File: config.mk
export PLATFORM = sky130hd
export DESIGN_NAME = cic_core
export DESIGN_NICKNAME = d
export VERILOG_FILES = /design/src/inc/cic_pkg.sv /design/src/core/cic_core.sv
export SDC_FILE = /design/constraint.sdc
export NUM_CORES = 1
export LEC_CHECK = 0
export BUFFER_PORTS_ARGS = -buffer_cell sky130_fd_sc_hd__buf_4
export CAP_MARGIN = 20
export CORE_MARGIN = 1
export CORE_UTILIZATION = 45
export CTS_BUF_LIST = sky130_fd_sc_hd__clkbuf_4 sky130_fd_sc_hd__clkbuf_8 sky130_fd_sc_hd__clkbuf_16
export DETAILED_ROUTE_END_ITERATION = 12
export PLACE_DENSITY = 0.61
export SLEW_MARGIN = 20
export SYNTH_ARGS = -nofsm -noshare
export SYNTH_HDL_FRONTEND = slang
export SYNTH_SLANG_ARGS = --single-unit
File: constraint.sdc
create_clock -name i_sys_clk -period 4.3 [get_ports i_sys_clk]
set_input_delay 0.86 -clock i_sys_clk [delete_from_list [all_inputs] [get_ports i_sys_clk]]
set_output_delay 0.86 -clock i_sys_clk [all_outputs]
set_load 0.05 [all_outputs]
File: src/inc/cic_pkg.sv
package cic_pkg;
	// ---------------------------------------------
	// Widths and fixed words
	// ---------------------------------------------
	localparam int          PCW      = 15;
	localparam int          SDEPTH   = 16;
	localparam logic [13:0] W_BRACC  = 14'h000B;
	localparam logic [13:0] W_CALACC = 14'h000A;
	localparam logic [13:0] W_ISRX   = 14'h0009;
	localparam logic [13:0] W_RET    = 14'h0008;
	localparam logic [13:0] W_WDT    = 14'h0064;
	localparam logic [13:0] W_OPT    = 14'h0062;
	localparam logic [13:0] W_RST    = 14'h0001;
	localparam logic [13:0] W_SLP    = 14'h0063;
	localparam logic [10:0] P_DIRL   = 11'h00C;
	localparam logic [10:0] P_IRD    = 11'h002;
	localparam logic [10:0] P_IWR    = 11'h003;
	localparam logic [4:0]  P_BRL    = 5'h19;
	localparam logic [2:0]  P_CALL   = 3'h4;
	localparam logic [2:0]  P_JMP    = 3'h5;
	localparam logic [5:0]  P_RETL   = 6'h34;
	localparam logic [6:0]  P_PADD   = 7'h62;
	localparam logic [6:0]  P_IRDX   = 7'h7E;
	localparam logic [6:0]  P_IWRX   = 7'h7F;
	localparam logic [5:0]  P_ANDL   = 6'h39;
	localparam logic [5:0]  P_ADDL   = 6'h3E;
	localparam logic [5:0]  P_ANDF   = 6'h05;
	localparam logic [5:0]  P_ADDF   = 6'h07;
	// ---------------------------------------------
	// Status bits and reset values
	// ---------------------------------------------
	localparam int          SB_C     = 0;
	localparam int          SB_DCY   = 1;
	localparam int          SB_Z     = 2;
	localparam int          SB_PWD   = 3;
	localparam int          SB_TMO   = 4;
	localparam logic [4:0]  STAT_RST = 5'h18;
	localparam logic [7:0]  OPT_RST  = 8'hFF;
	// ---------------------------------------------
	// Register port map
	// ---------------------------------------------
	localparam logic [7:0]  RA_CTRL  = 8'h00;
	localparam logic [7:0]  RA_STAT  = 8'h04;
	localparam logic [7:0]  RA_ACC   = 8'h08;
	localparam logic [7:0]  RA_FSR0  = 8'h0C;
	localparam logic [7:0]  RA_FSR1  = 8'h10;
	localparam logic [7:0]  RA_PC    = 8'h14;
	localparam logic [7:0]  RA_OPT   = 8'h18;
	localparam int          CB_RUN   = 0;
	localparam int          CB_WAKE  = 1;
	// ---------------------------------------------
	// Types
	// ---------------------------------------------
	typedef enum logic [4:0] {
		OP_IDLE = 5'b00000, OP_BRL  = 5'b00001, OP_BRACC = 5'b00010,
		OP_CALL = 5'b00011, OP_CALACC = 5'b00100, OP_JMP = 5'b00101,
		OP_ISRX = 5'b00110, OP_RETL = 5'b00111, OP_RET  = 5'b01000,
		OP_WDT  = 5'b01001, OP_OPT  = 5'b01010, OP_RST  = 5'b01011,
		OP_SLP  = 5'b01100, OP_DIRL = 5'b01101, OP_PADD = 5'b01110,
		OP_IRD  = 5'b01111, OP_IRDX = 5'b10000, OP_IWR  = 5'b10001,
		OP_IWRX = 5'b10010, OP_ANDL = 5'b10011, OP_ADDL = 5'b10100,
		OP_ANDF = 5'b10101, OP_ADDF = 5'b10110
	} cic_op_t;
	typedef enum logic [1:0] {
		ST_RUN   = 2'b00,
		ST_FLUSH = 2'b01,
		ST_STALL = 2'b10,
		ST_SLEEP = 2'b11
	} cic_st_t;
	typedef struct packed {
		logic [15:0] addr;
		logic [7:0]  wdata;
		logic        we;
		logic        re;
	} cic_dm_req_t;
endpackage : cic_pkg

File: src/core/cic_core.sv
// Behaviour
// [RQ1] Fixed word: two-cycle branch by accumulator
// [RQ2] Fixed word: two-cycle call using accumulator
// [RQ3] Fixed word: two-cycle interrupt return
// [RQ4] Return loading literal into accumulator
// [RQ5] Fixed word: plain two-cycle return
// [RQ6] Watchdog clear sets timeout, powerdown flags
// [RQ7] Accumulator copied into option register
// [RQ8] Fixed word triggers software reset
// [RQ9] Standby entry, updating timeout, powerdown
// [RQ10] Accumulator loads selected pin direction
// [RQ11] Add 6-bit literal to pointer n
// [RQ12] Literal signed, full 16-bit pointer
// [RQ13] Pointer wraps; pointer add keeps flags
// [RQ14] Indirect read with modifier, zero flag
// [RQ15] Indexed indirect read, zero flag
// [RQ16] Indirect write with modifier, no flags
// [RQ17] Indexed indirect write, no flags
// [RQ18] PC-changing ops take two cycles
// [RQ19] Pointer MSb set adds one cycle
// [RQ20] AND immediate updates only zero
// [RQ21] ADD immediate updates carry, digit, zero
// [RQ22] File AND/ADD with destination bit
// [RQ23] Absolute jump and call, two cycles
//
// The register addresses and the address-and-strobe port were decided locally.
`timescale 1ns/100ps
`default_nettype none
module cic_core
	import cic_pkg::*;
(
	input  wire logic        i_sys_clk,
	input  wire logic        i_nrst,
	input  wire logic [13:0] i_instr,
	input  wire logic [7:0]  i_dm_rdata,
	input  wire logic [7:0]  i_bus_addr,
	input  wire logic [15:0] i_bus_wdata,
	input  wire logic        i_bus_wr,
	input  wire logic        i_bus_rd,
	output logic      [15:0] o_bus_rdata,
	output logic      [14:0] o_pc,
	output var cic_dm_req_t  o_dm,
	output logic             o_dir_we,
	output logic      [2:0]  o_dir_sel,
	output logic      [7:0]  o_option,
	output logic             o_wdt_clr,
	output logic             o_sw_reset,
	output logic             o_sleep,
	output logic             o_isr_exit
);
	// ---------------------------------------------
	// State
	// ---------------------------------------------
	cic_st_t      st_r;
	logic         ph_r;
	logic         run_r;
	logic         xtra_r;
	logic [13:0]  ir_r;
	logic [7:0]   w_r;
	logic [4:0]   stat_r;
	logic [15:0]  fsr_r [2];
	logic [14:0]  pc_r;
	logic [14:0]  stk_r [SDEPTH];
	logic [3:0]   sp_r;
	logic [7:0]   opt_r;
	cic_dm_req_t  dm_r;
	logic         dir_we_r;
	logic [2:0]   dir_sel_r;
	logic         sleep_r;
	logic         wdt_r;
	logic         rst_r;
	logic         isrx_r;
	logic [15:0]  rdata_r;

	// ---------------------------------------------
	// Decode
	// ---------------------------------------------
	// Fixed words win over the direction-load range they sit in
	function automatic cic_op_t dec(input logic [13:0] w);
		cic_op_t o;
		o = OP_IDLE;
		if (w == W_BRACC)
			o = OP_BRACC;               // see [RQ1]
		else if (w == W_CALACC)
			o = OP_CALACC;              // see [RQ2]
		else if (w == W_ISRX)
			o = OP_ISRX;                // see [RQ3]
		else if (w == W_RET)
			o = OP_RET;                 // see [RQ5]
		else if (w == W_WDT)
			o = OP_WDT;                 // see [RQ6]
		else if (w == W_OPT)
			o = OP_OPT;                 // see [RQ7]
		else if (w == W_RST)
			o = OP_RST;                 // see [RQ8]
		else if (w == W_SLP)
			o = OP_SLP;                 // see [RQ9]
		else if (w[13:3] == P_DIRL)
			o = OP_DIRL;                // see [RQ10]
		else if (w[13:3] == P_IRD)
			o = OP_IRD;                 // see [RQ14]
		else if (w[13:3] == P_IWR)
			o = OP_IWR;                 // see [RQ16]
		else if (w[13:9] == P_BRL)
			o = OP_BRL;
		else if (w[13:11] == P_CALL)
			o = OP_CALL;                // see [RQ23]
		else if (w[13:11] == P_JMP)
			o = OP_JMP;                 // see [RQ23]
		else if (w[13:8] == P_RETL)
			o = OP_RETL;                // see [RQ4]
		else if (w[13:7] == P_PADD)
			o = OP_PADD;                // see [RQ11]
		else if (w[13:7] == P_IRDX)
			o = OP_IRDX;                // see [RQ15]
		else if (w[13:7] == P_IWRX)
			o = OP_IWRX;                // see [RQ17]
		else if (w[13:8] == P_ANDL)
			o = OP_ANDL;
		else if (w[13:8] == P_ADDL)
			o = OP_ADDL;
		else if (w[13:8] == P_ANDF)
			o = OP_ANDF;                // see [RQ22]
		else if (w[13:8] == P_ADDF)
			o = OP_ADDF;                // see [RQ22]
		return o;
	endfunction : dec

	cic_op_t      op_f;
	cic_op_t      op_e;
	logic         nf;
	logic         ne;
	logic         ind_f;
	logic [15:0]  ea_f;
	logic         adv;
	logic         exe;
	logic         two_cyc;

	// Fetch-side pointer choice and effective address
	always_comb
	begin
		op_f  = dec(i_instr);
		nf    = (op_f == OP_IRD || op_f == OP_IWR) ? i_instr[2] :
		        (op_f == OP_ANDF || op_f == OP_ADDF) ? i_instr[0] : i_instr[6];
		ind_f = 1'b0;
		ea_f  = {9'h000, i_instr[6:0]};
		case (op_f)
			OP_IRD, OP_IWR:
			begin
				ind_f = 1'b1;
				// Pre forms move first, post forms use the old value
				ea_f  = i_instr[1] ? fsr_r[nf] :
				        fsr_r[nf] + (i_instr[0] ? 16'hFFFF : 16'h0001); // see [RQ14]
			end
			OP_IRDX, OP_IWRX:
			begin
				ind_f = 1'b1;
				ea_f  = fsr_r[nf] + {{10{i_instr[5]}}, i_instr[5:0]}; // see [RQ15]
			end
			OP_ANDF, OP_ADDF:
			begin
				ind_f = (i_instr[6:1] == 6'h00);
				if (ind_f)
					ea_f = fsr_r[nf];
			end
			default:
				ind_f = 1'b0;
		endcase
	end

	// Execute-side decode and sequencing terms
	assign op_e    = dec(ir_r);
	assign ne      = (op_e == OP_IRD || op_e == OP_IWR) ? ir_r[2] : ir_r[6];
	assign adv     = run_r && st_r != ST_SLEEP;
	assign exe     = adv && ph_r && ((st_r == ST_RUN && !xtra_r) || st_r == ST_STALL);
	assign two_cyc = op_e inside {OP_BRL, OP_BRACC, OP_CALL, OP_CALACC, OP_JMP,
	                              OP_ISRX, OP_RETL, OP_RET}; // see [RQ18]

	// ---------------------------------------------
	// Arithmetic
	// ---------------------------------------------
	logic [7:0]   opnd;
	logic [8:0]   sum;
	logic [4:0]   nib;
	logic [7:0]   res;
	always_comb
	begin
		opnd = (op_e == OP_ANDF || op_e == OP_ADDF) ? i_dm_rdata : ir_r[7:0];
		sum  = {1'b0, w_r} + {1'b0, opnd};
		nib  = {1'b0, w_r[3:0]} + {1'b0, opnd[3:0]};
		case (op_e)
			OP_ANDL, OP_ANDF:
				res = w_r & opnd;        // see [RQ20]
			OP_ADDL, OP_ADDF:
				res = sum[7:0];          // see [RQ21]
			default:
				res = i_dm_rdata;
		endcase
	end

	// ---------------------------------------------
	// Sequencer
	// ---------------------------------------------
	// Two clocks per instruction cycle: fetch/address, then execute
	always_ff @(posedge i_sys_clk or negedge i_nrst)
	begin
		if (!i_nrst)
		begin
			st_r   <= ST_RUN;
			ph_r   <= 1'b0;
			xtra_r <= 1'b0;
			ir_r   <= 14'h0000;
			sleep_r <= 1'b0;
		end
		else if (st_r == ST_SLEEP)
		begin
			if (i_bus_wr && i_bus_addr == RA_CTRL && i_bus_wdata[CB_WAKE])
			begin
				st_r    <= ST_RUN;
				sleep_r <= 1'b0;
			end
			ph_r <= 1'b0;
		end
		else if (adv)
		begin
			ph_r <= !ph_r;
			if (!ph_r && st_r == ST_RUN)
			begin
				ir_r   <= i_instr;
				xtra_r <= ind_f && fsr_r[nf][15];  // see [RQ19]
			end
			if (ph_r)
			begin
				if (st_r == ST_RUN && xtra_r)
					st_r <= ST_STALL;               // see [RQ19]
				else if (exe && op_e == OP_SLP)
				begin
					st_r    <= ST_SLEEP;            // see [RQ9]
					sleep_r <= 1'b1;
				end
				else if (exe && two_cyc)
					st_r <= ST_FLUSH;               // see [RQ18]
				else
					st_r <= ST_RUN;
			end
		end
	end

	// ---------------------------------------------
	// Program counter and stack
	// ---------------------------------------------
	// Stack wraps silently on over- and underflow
	always_ff @(posedge i_sys_clk or negedge i_nrst)
	begin
		if (!i_nrst)
		begin
			pc_r <= 15'h0000;
			sp_r <= 4'h0;
		end
		else if (exe)
		begin
			case (op_e)
				OP_BRL:
					pc_r <= pc_r + 15'h0001 + {{6{ir_r[8]}}, ir_r[8:0]};
				OP_BRACC:
					pc_r <= pc_r + 15'h0001 + {7'h00, w_r};      // see [RQ1]
				OP_CALL, OP_CALACC:
				begin
					stk_r[sp_r] <= pc_r + 15'h0001;
					sp_r        <= sp_r + 4'h1;
					pc_r        <= (op_e == OP_CALL) ? {pc_r[14:11], ir_r[10:0]} :
					               {pc_r[14:8], w_r};              // see [RQ2]
				end
				OP_JMP:
					pc_r <= {pc_r[14:11], ir_r[10:0]};            // see [RQ23]
				OP_RET, OP_RETL, OP_ISRX:
				begin
					pc_r <= stk_r[sp_r - 4'h1];                   // see [RQ5]
					sp_r <= sp_r - 4'h1;
				end
				default:
					pc_r <= pc_r + 15'h0001;
			endcase
		end
	end

	// ---------------------------------------------
	// Accumulator and status
	// ---------------------------------------------
	always_ff @(posedge i_sys_clk or negedge i_nrst)
	begin
		if (!i_nrst)
		begin
			w_r    <= 8'h00;
			stat_r <= STAT_RST;
		end
		else if (exe)
		begin
			case (op_e)
				OP_RETL:
					w_r <= ir_r[7:0];                              // see [RQ4]
				OP_IRD, OP_IRDX, OP_ANDL, OP_ADDL, OP_ANDF, OP_ADDF:
				begin
					if (!(op_e inside {OP_ANDF, OP_ADDF}) || !ir_r[7])
						w_r <= res;                                // see [RQ22]
					stat_r[SB_Z] <= (res == 8'h00);                // see [RQ14]
					if (op_e == OP_ADDL || op_e == OP_ADDF)
					begin
						stat_r[SB_C]  <= sum[8];                   // see [RQ21]
						stat_r[SB_DCY] <= nib[4];
					end
				end
				OP_WDT:
				begin
					stat_r[SB_TMO] <= 1'b1;                        // see [RQ6]
					stat_r[SB_PWD] <= 1'b1;
				end
				OP_SLP:
				begin
					stat_r[SB_TMO] <= 1'b1;                        // see [RQ9]
					stat_r[SB_PWD] <= 1'b0;
				end
				default:
					w_r <= w_r;
			endcase
		end
	end

	// ---------------------------------------------
	// Pointers
	// ---------------------------------------------
	// Sums are cut to 16 bits, so the pointer wraps
	for (genvar g = 0; g < 2; g++)
	begin : g_fsr
		always_ff @(posedge i_sys_clk or negedge i_nrst)
		begin
			if (!i_nrst)
				fsr_r[g] <= 16'h0000;
			else if (exe && ne == 1'(g))
			begin
				if (op_e == OP_PADD)
					fsr_r[g] <= fsr_r[g] + {{10{ir_r[5]}}, ir_r[5:0]}; // see [RQ12]
				else if (op_e == OP_IRD || op_e == OP_IWR)
					fsr_r[g] <= fsr_r[g] + (ir_r[0] ? 16'hFFFF : 16'h0001); // see [RQ13]
			end
		end
	end

	// ---------------------------------------------
	// Data memory port
	// ---------------------------------------------
	// Read stands in the execute clock, write in the next fetch clock
	always_ff @(posedge i_sys_clk or negedge i_nrst)
	begin
		if (!i_nrst)
			dm_r <= '0;
		else if (adv && !ph_r && st_r == ST_RUN)
		begin
			dm_r.addr <= ea_f;
			dm_r.re   <= op_f inside {OP_IRD, OP_IRDX, OP_ANDF, OP_ADDF};
			dm_r.we   <= 1'b0;
		end
		else if (exe)
		begin
			dm_r.re <= 1'b0;
			if (op_e == OP_IWR || op_e == OP_IWRX)
			begin
				dm_r.we    <= 1'b1;                                // see [RQ16]
				dm_r.wdata <= w_r;                                 // see [RQ17]
			end
			else if ((op_e == OP_ANDF || op_e == OP_ADDF) && ir_r[7])
			begin
				dm_r.we    <= 1'b1;                                // see [RQ22]
				dm_r.wdata <= res;
			end
			else if (op_e == OP_DIRL)
				dm_r.wdata <= w_r;                                 // see [RQ10]
		end
		else
			dm_r.we <= 1'b0;
	end

	// ---------------------------------------------
	// Side effects and pulses
	// ---------------------------------------------
	always_ff @(posedge i_sys_clk or negedge i_nrst)
	begin
		if (!i_nrst)
		begin
			opt_r      <= OPT_RST;
			dir_we_r   <= 1'b0;
			dir_sel_r  <= 3'h0;
			wdt_r      <= 1'b0;
			rst_r      <= 1'b0;
			isrx_r     <= 1'b0;
		end
		else
		begin
			dir_we_r  <= exe && op_e == OP_DIRL;                   // see [RQ10]
			wdt_r     <= exe && op_e == OP_WDT;                    // see [RQ6]
			rst_r     <= exe && op_e == OP_RST;                    // see [RQ8]
			isrx_r    <= exe && op_e == OP_ISRX;                   // see [RQ3]
			if (exe && op_e == OP_DIRL)
				dir_sel_r <= ir_r[2:0];
			if (exe && op_e == OP_OPT)
				opt_r <= w_r;                                      // see [RQ7]
		end
	end

	// ---------------------------------------------
	// Register port
	// ---------------------------------------------
	// Run bit gates the sequencer; data stand one cycle only
	always_ff @(posedge i_sys_clk or negedge i_nrst)
	begin
		if (!i_nrst)
		begin
			run_r   <= 1'b1;
			rdata_r <= 16'h0000;
		end
		else
		begin
			if (i_bus_wr && i_bus_addr == RA_CTRL)
				run_r <= i_bus_wdata[CB_RUN];
			rdata_r <= 16'h0000;
			if (i_bus_rd)
			begin
				case (i_bus_addr)
					RA_CTRL: rdata_r <= {15'h0000, run_r};
					RA_STAT: rdata_r <= {11'h000, stat_r};
					RA_ACC:  rdata_r <= {8'h00, w_r};
					RA_FSR0: rdata_r <= fsr_r[0];
					RA_FSR1: rdata_r <= fsr_r[1];
					RA_PC:   rdata_r <= {1'b0, pc_r};
					RA_OPT:  rdata_r <= {8'h00, opt_r};
					default: rdata_r <= 16'h0000;
				endcase
			end
		end
	end

	assign o_bus_rdata = rdata_r;
	assign o_pc        = pc_r;
	assign o_dm        = dm_r;
	assign o_dir_we    = dir_we_r;
	assign o_dir_sel   = dir_sel_r;
	assign o_option    = opt_r;
	assign o_wdt_clr   = wdt_r;
	assign o_sw_reset  = rst_r;
	assign o_sleep     = sleep_r;
	assign o_isr_exit  = isrx_r;
endmodule : cic_core
`default_nettype wire

# [Word-level counts from Yosys, hierarchy flattened]
# Memories as Yosys holds them, arrays and structs flattened.
# Index checks and enable logic that the tools add are counted.
[classes] n_eq_ne=86 n_reduce_logical=72 n_mux=95 bitwise=7 magnitude_cmp=1 addsub=13
[op_table] operator="$mux W5" count=44
[op_table] operator="$mux W16" count=12
[op_table] operator="$eq A14 B4 Y1 const B" count=8
[op_table] operator="$pmux W16 S7" count=1
[op_table] operator="$add A16 B16 Y16" count=6
[op_table] operator="$eq A14 B7 Y1 const B" count=6
[op_table] operator="$pmux W15 S5" count=1
[op_table] operator="$eq A5 B5 Y1 const B" count=14
[op_table] operator="$pmux W16 S3" count=1
[op_table] operator="$eq A5 B4 Y1 const B" count=9
[op_table] operator="$eq A11 B2 Y1 const B" count=4
[op_table] operator="$eq A7 B7 Y1 const B" count=6
[op_table] operator="$eq A6 B6 Y1 const B" count=6
[op_table] operator="$mux W8" count=4
[op_table] operator="$pmux W8 S2" count=2
[op_table] operator="$eq A14 B1 Y1 const B" count=2
[op_table] operator="$eq A6 B3 Y1 const B" count=4
[op_table] operator="$eq A8 B5 Y1 const B" count=3
[op_table] operator="$eq A11 B4 Y1 const B" count=2
[op_table] operator="$logic_and A1 B1 Y1" count=22
[op_table] operator="$eq A5 B3 Y1 const B" count=4
[op_table] operator="$mux W1" count=18
[op_table] operator="$reduce_and A3 Y1" count=6
[op_table] operator="$reduce_bool A2 Y1" count=9
[op_table] operator="40 further kinds" count=80
[word_totals] word_cells=302 ff_bits=141 output_inout_bits=73 input_bits=50 n_memories=1 ram_bits=240
[mem_list] memory="stk_r" words=16 width=15 read_ports=1 rd_clocked_by_memory_dff=0 write_ports=1 line="cic_core.sv:63" source="logic [14:0] stk_r [SDEPTH];"

# [Longest topological paths before layout]
[depth] ltp_word=34 mapped_depth=18 mapped_depth_nobuf=17

# [Worst setup path before layout]
# OpenSTA, ideal clock, no wires.
[synth_path] path_kind="input-to-reg" from="input i_instr[11]" to="register dm_r (netlist bit o_dm[22])" t_arrival_ns=4.353 path_slack_ns=-0.178 path_buffers=2 setup_time_ns=0.125 required_time_ns=4.175 cell_stages=17 cell_sequence="clkbuf_1 nor4_1 nand4_1 o211ai_2 clkbuf_1 mux2_2 ha_1 a21o_1 a21oi_1 inv_1 o21ai_0 a21boi_0 o21a_1 nor2_1 xor2_1 o221ai_1 mux2_2"
[synth_between] elab_chain_len=34
[synth_lines] element="start, declared" line="cic_core.sv:34" source="input wire logic [13:0] i_instr,"
[synth_lines] element="$eq A6 B3 Y1" line="cic_core.sv:124" source="else if (w[13:8] == P_ADDF)"
[synth_lines] element="$mux W5" line="cic_core.sv:124"
[synth_lines] element="$mux W5" line="cic_core.sv:122" source="else if (w[13:8] == P_ANDF)"
[synth_lines] element="$mux W5" line="cic_core.sv:120" source="else if (w[13:8] == P_ADDL)"
[synth_lines] element="$mux W5" line="cic_core.sv:118" source="else if (w[13:8] == P_ANDL)"
[synth_lines] element="$mux W5" line="cic_core.sv:116" source="else if (w[13:7] == P_IWRX)"
[synth_lines] element="$mux W5" line="cic_core.sv:114" source="else if (w[13:7] == P_IRDX)"
[synth_lines] element="$mux W5" line="cic_core.sv:112" source="else if (w[13:7] == P_PADD)"
[synth_lines] element="[... 16 more ...]"
[synth_lines] element="$logic_or A1 B1 Y1" line="cic_core.sv:144" source="(op_f == OP_ANDF || op_f == OP_ADDF) ? i_instr[0] : i_instr[6];"
[synth_lines] element="$mux W1" line="cic_core.sv:144"
[synth_lines] element="$mux W1" line="cic_core.sv:143" source="nf = (op_f == OP_IRD || op_f == OP_IWR) ? i_instr[2] :"
[synth_lines] element="$not A1 Y2 (not written as such)"
[synth_lines] element="$mux W16 (not written as such) (3 in a row)"
[synth_lines] element="$add A16 B16 Y16" line="cic_core.sv:153" source="fsr_r[nf] + (i_instr[0] ? 16'hFFFF : 16'h0001);"
[synth_lines] element="$mux W16" line="cic_core.sv:152" source="ea_f = i_instr[1] ? fsr_r[nf] :"
[synth_lines] element="$pmux W16 S3 (*)" line="cic_core.sv:147" source="case (op_f)"
[synth_lines] element="end, declared" line="cic_core.sv:66" source="cic_dm_req_t dm_r;"
# Every way passes the cells marked *; elsewhere a longest branch is shown, timed or not. The select of a mux whose other input is x is not followed.
# A chain may end at the register's enable or synchronous reset.

# [Worst setup path after layout]
[layout_path] from="register ir_r[9]" to="register fsr_r[29] (netlist name)"
[layout_between] elab_chain_len=29
[layout_lines] element="start, declared" line="cic_core.sv:58" source="logic [13:0] ir_r;"
[layout_lines] element="start signal, assigned" line="cic_core.sv:229" source="ir_r <= i_instr;"
[layout_lines] element="$eq A6 B3 Y1" line="cic_core.sv:124"
[layout_lines] element="$mux W5" line="cic_core.sv:124"
[layout_lines] element="$mux W5" line="cic_core.sv:122"
[layout_lines] element="$mux W5" line="cic_core.sv:120"
[layout_lines] element="$mux W5" line="cic_core.sv:118"
[layout_lines] element="$mux W5" line="cic_core.sv:116"
[layout_lines] element="$mux W5" line="cic_core.sv:114"
[layout_lines] element="$mux W5" line="cic_core.sv:112"
[layout_lines] element="[... 13 more ...]"
[layout_lines] element="$mux W5" line="cic_core.sv:84" source="else if (w == W_CALACC)"
[layout_lines] element="$mux W5 (*)" line="cic_core.sv:82" source="if (w == W_BRACC)"
[layout_lines] element="$eq A5 B4 Y1 / $eq A5 B5 Y1 (equally long branches)" line="cic_core.sv:173, cic_core.sv:343"
[layout_lines] element="$logic_or A1 B1 Y1" line="cic_core.sv:173, cic_core.sv:343"
[layout_lines] element="$mux W1" line="cic_core.sv:173" source="assign ne = (op_e == OP_IRD || op_e == OP_IWR) ? ir_r[2] : ir_r[6];"
[layout_lines] element="$not A1 Y1" line="cic_core.sv:339" source="else if (exe && ne == 1'(g))"
[layout_lines] element="$logic_and A1 B1 Y1" line="cic_core.sv:339"
[layout_lines] element="$reduce_and A2 Y1 (no source line)"
[layout_lines] element="end signal, assigned by index" line="cic_core.sv:342" source="fsr_r[g] <= fsr_r[g] + {{10{ir_r[5]}}, ir_r[5:0]};"
[layout_lines] element="end signal, assigned by index" line="cic_core.sv:344" source="fsr_r[g] <= fsr_r[g] + (ir_r[0] ? 16'hFFFF : 16'h0001);"
[layout_lines] element="end, declared" line="cic_core.sv:61" source="logic [15:0] fsr_r [2];"
# Every way passes the cells marked *; elsewhere a longest branch is shown, timed or not.

==> results_dict.tcl <==
set metrics [dict create \
    top_usage_layer "met2" \
    drt_pre_antenna_iters 7 \
    leakage_nw 9.38 \
    hold_viol_final 0 \
    maxCapViolations 0 \
    path_common_cell "buf_4" \
    cpPeakStageDelay_ns 0.51 \
    critPathLaunchType "flip-flop" \
    drive_gt1_frac 0.256 \
    ys.flop_type "edfxtp_1" \
    fillCellCount 3864 \
    netlist_instances 1776 \
    synth_edf_count 240 \
    grt_pass1_wl_um 89300 \
    clock_skew_ns 0.0642 \
    syn_avg_cell_area_um2 11.8 \
    synth_seq_cells 380 \
    crit_path_end_kind "flip-flop" \
    crit_family "compound AO/OA/AOI/OAI gates" \
    synth.distinct_cells 89 \
    cts_htree_levels 2 \
    grt_overflow 0 \
    dp_slack_ns -0.350 \
    antenna_found_initial 0 \
    clk_latency_ns 0.61 \
    grt_pass1_vias 15424 \
    dpl.hpwl_um 41600 \
    seqCellArea_mm2 0.0107 \
    p_total_w 0.0107 \
    finalMaxSlewViolations 0 \
    met2_usage 0.390 \
    synthesis.nets 1923 \
    chipWidth_um 218 \
    finalHoldWorstSlack_ns 0.224 \
    finalCritPeriodShare 0.954 \
    cp.buffers_inverters 4 \
    drt_wl_total_um 57100 \
    cpMaxStageDelayCell "or4_1" \
    ir_drop_mv 0.322 \
    worstMarginPinSlew_ns 0.964 \
    synthArstFlopShare 0.368 \
    cts_buffers 42 \
    final_cells 2636 \
    viasPerCell 5.86 \
    hold_class "input pin to async pin" \
    worstPathMaxFanout 12 \
    yosysTopAreaCellShare 0.344 \
    global_route.usage.met3 0.0332 \
    grt_use_met1 0.339 \
    cts_tree "done" \
    start_util 0.459 \
    rows 78 \
    status "finished clean" \
    yosysMostFrequentCell "edfxtp_1" \
    grt_max_degree 64 \
    nNetsFinal 2150 \
    syn_to_final_growth_pct 19.1 \
    cts-root-buf "clkbuf_16" \
    synth_common_cells "240 x edfxtp_1, 194 x nand2_1, 130 x dfrtp_1, 99 x o21ai_0, 95 x nor2_1" \
    critPathKind "flip-flop to flip-flop" \
    io_pins 123 \
    setup_viol 0 \
    yosysWarnings 0 \
    cp.required_ns 4.72 \
    multi_input_area_mm2 0.00983 \
    path_clk_slew_ns 0.06 \
    core_mm2 0.0457 \
    fmax_ghz 0.244 \
    portBuffers 108 \
    fin_ws_ns 0.196 \
    period_needed_ns 4.10 \
    drtIter0Drc 1164 \
    dieHeight_um 218 \
    hold_buffers 0 \
    dieArea_mm2 0.0474 \
    synth_area_leaders "edfxtp_1 34%, dfrtp_1 16%, mux4_2 6.4%" \
    ys_seq_area_frac 0.512 \
    relSlewSlack 0.355 \
    p_per_area_mw_per_mm2 429 \
    synth_top_area_cell "edfxtp_1" \
    cp.arrival_ns 4.53 \
    cts_num_sinks 380 \
    rsz0062_at_grt "false" \
    antenna_left 0 \
    crit_chain "buf_4 > nand2b_1 > or4_1 > and2_0 > buf_4 > a21oi_2 > inv_1 > buf_4 > ha_1 > and3_1 > a31oi_1 > a21oi_1 > a21o_1 > a211oi_1 > o31ai_1" \
    routedWlPerCell_um 21.7 \
    syn-cell-area_mm2 0.0210 \
    finalSetupTns_ns 0 \
    dp.cells 2558 \
    gp_congestion 0.946 \
    vias 15455 \
    cts_buffer_depth 3 \
    track_usage 0.244 \
    drc 0 \
]
stage by stage:
stage,instance area [µm²],util
5_1_grt,25000,0.546
3_3_place_gp,23400,0.513
6_report,25000,0.546
4_1_cts,24900,0.545
2_1_floorplan,21000,-
3_5_place_dp,23500,0.514
sequential cells by signal, summed over array words and instances, names as in the netlist, 2 cells and up:
signal	flops
stat_r	4
ir_r	14
o_dm	26
st_r	2
fsr_r	32
o_bus_rdata	16
stk_r	240
o_dir_sel	3
o_option	8
sp_r	4
w_r	8
o_pc	15
metal layers:
layer  vias to the layer above  wire, µm
li1                       7229         -
met1                      7619     25500
met2                       501     26400
met3                       106      3370
met4                         0      1900
met5                         -         0
placed cells by master (no fill, tap or decap), types with 21 or more instances in the layout:
| cell | count |
|---|---|
| a211oi_1 | 22 |
| nor2b_1 | 21 |
| nor2_1 | 94 |
| edfxtp_1 | 240 |
| nor3_1 | 26 |
| mux4_2 | 60 |
| xnor2_1 | 62 |
| and3_1 | 23 |
| a21o_1 | 42 |
| xor2_1 | 28 |
| dfrtp_1 | 128 |
| clkbuf_16 | 42 |
| o21ai_0 | 98 |
| inv_1 | 42 |
| nand3_1 | 34 |
| nand2_1 | 194 |
| buf_4 | 273 |
| mux2_2 | 48 |
| ha_1 | 90 |
| a21oi_1 | 84 |
| mux2i_1 | 29 |
cell families after synthesis:
| group | Yosys count | synth area share |
|---|---|---|
| fa+ha+maj | 97 | 0.0601 |
| mux | 144 | 0.108 |
| buf+inv | 133 | 0.0259 |
| compound gates | 434 | 0.139 |
| flops | 380 | 0.512 |
| xor+xnor | 93 | 0.0389 |
| simple gates | 495 | 0.117 |
repair_timing:
| action | CTS | global route |
|---|---|---|
| gates resized for setup | 0 | 15 |
| buffers inserted | 0 | 1 |
| endpoints found under the setup margin | 0 | 17 |
area by class of cell:
cell class                 instances  area share
clock buffer                      56      0.0473
sequential                       380       0.430
clock inverter                    20     0.00978
inverter                          42     0.00632
multi-input combinational       1263       0.394
tap                              600      0.0301
timing repair buffer             274      0.0826
antenna                            1    0.000100
power by group:
part	internal [W]	leakage [nW]	switching [W]
logic	0.00118	5.32	0.00176
clock network	0.00213	0.704	0.00153
registers	0.00396	3.36	0.000139
total	0.00728	9.38	0.00343
final timing paths:
kind,end,slack (ns),startpoint,cells past startpoint
min in group i_sys_clk,o_dm[19]$_DFFE_PN0P_,0.48,o_dm[19]$_DFFE_PN0P_,2
worst min-delay path,o_pc[2]$_DFFE_PN0P_,0.22,i_nrst,1
worst max-delay path,fsr_r[29]$_DFFE_PN0P_,0.20,ir_r[9]$_DFFE_PN0P_,15
worst max register to register,fsr_r[29]$_DFFE_PN0P_,0.20,ir_r[9]$_DFFE_PN0P_,15
worst min register to register,o_dm[19]$_DFFE_PN0P_,0.48,o_dm[19]$_DFFE_PN0P_,2
max in group asynchronous,o_dm[22]$_DFFE_PN0P_,2.80,i_nrst,2
worst register-to-register path: stages, from the launching register on:
cell and delay [ns]:
dfrtp_1 0.44, buf_4 0.20, nand2b_1 0.16, or4_1 0.51, and2_0 0.20, buf_4 0.15
a21oi_2 0.21, inv_1 0.28, buf_4 0.27, ha_1 0.37, and3_1 0.22, a31oi_1 0.22
a21oi_1 0.16, a21o_1 0.21, a211oi_1 0.28, o31ai_1 0.11
Power figures use the tool's default switching activity.
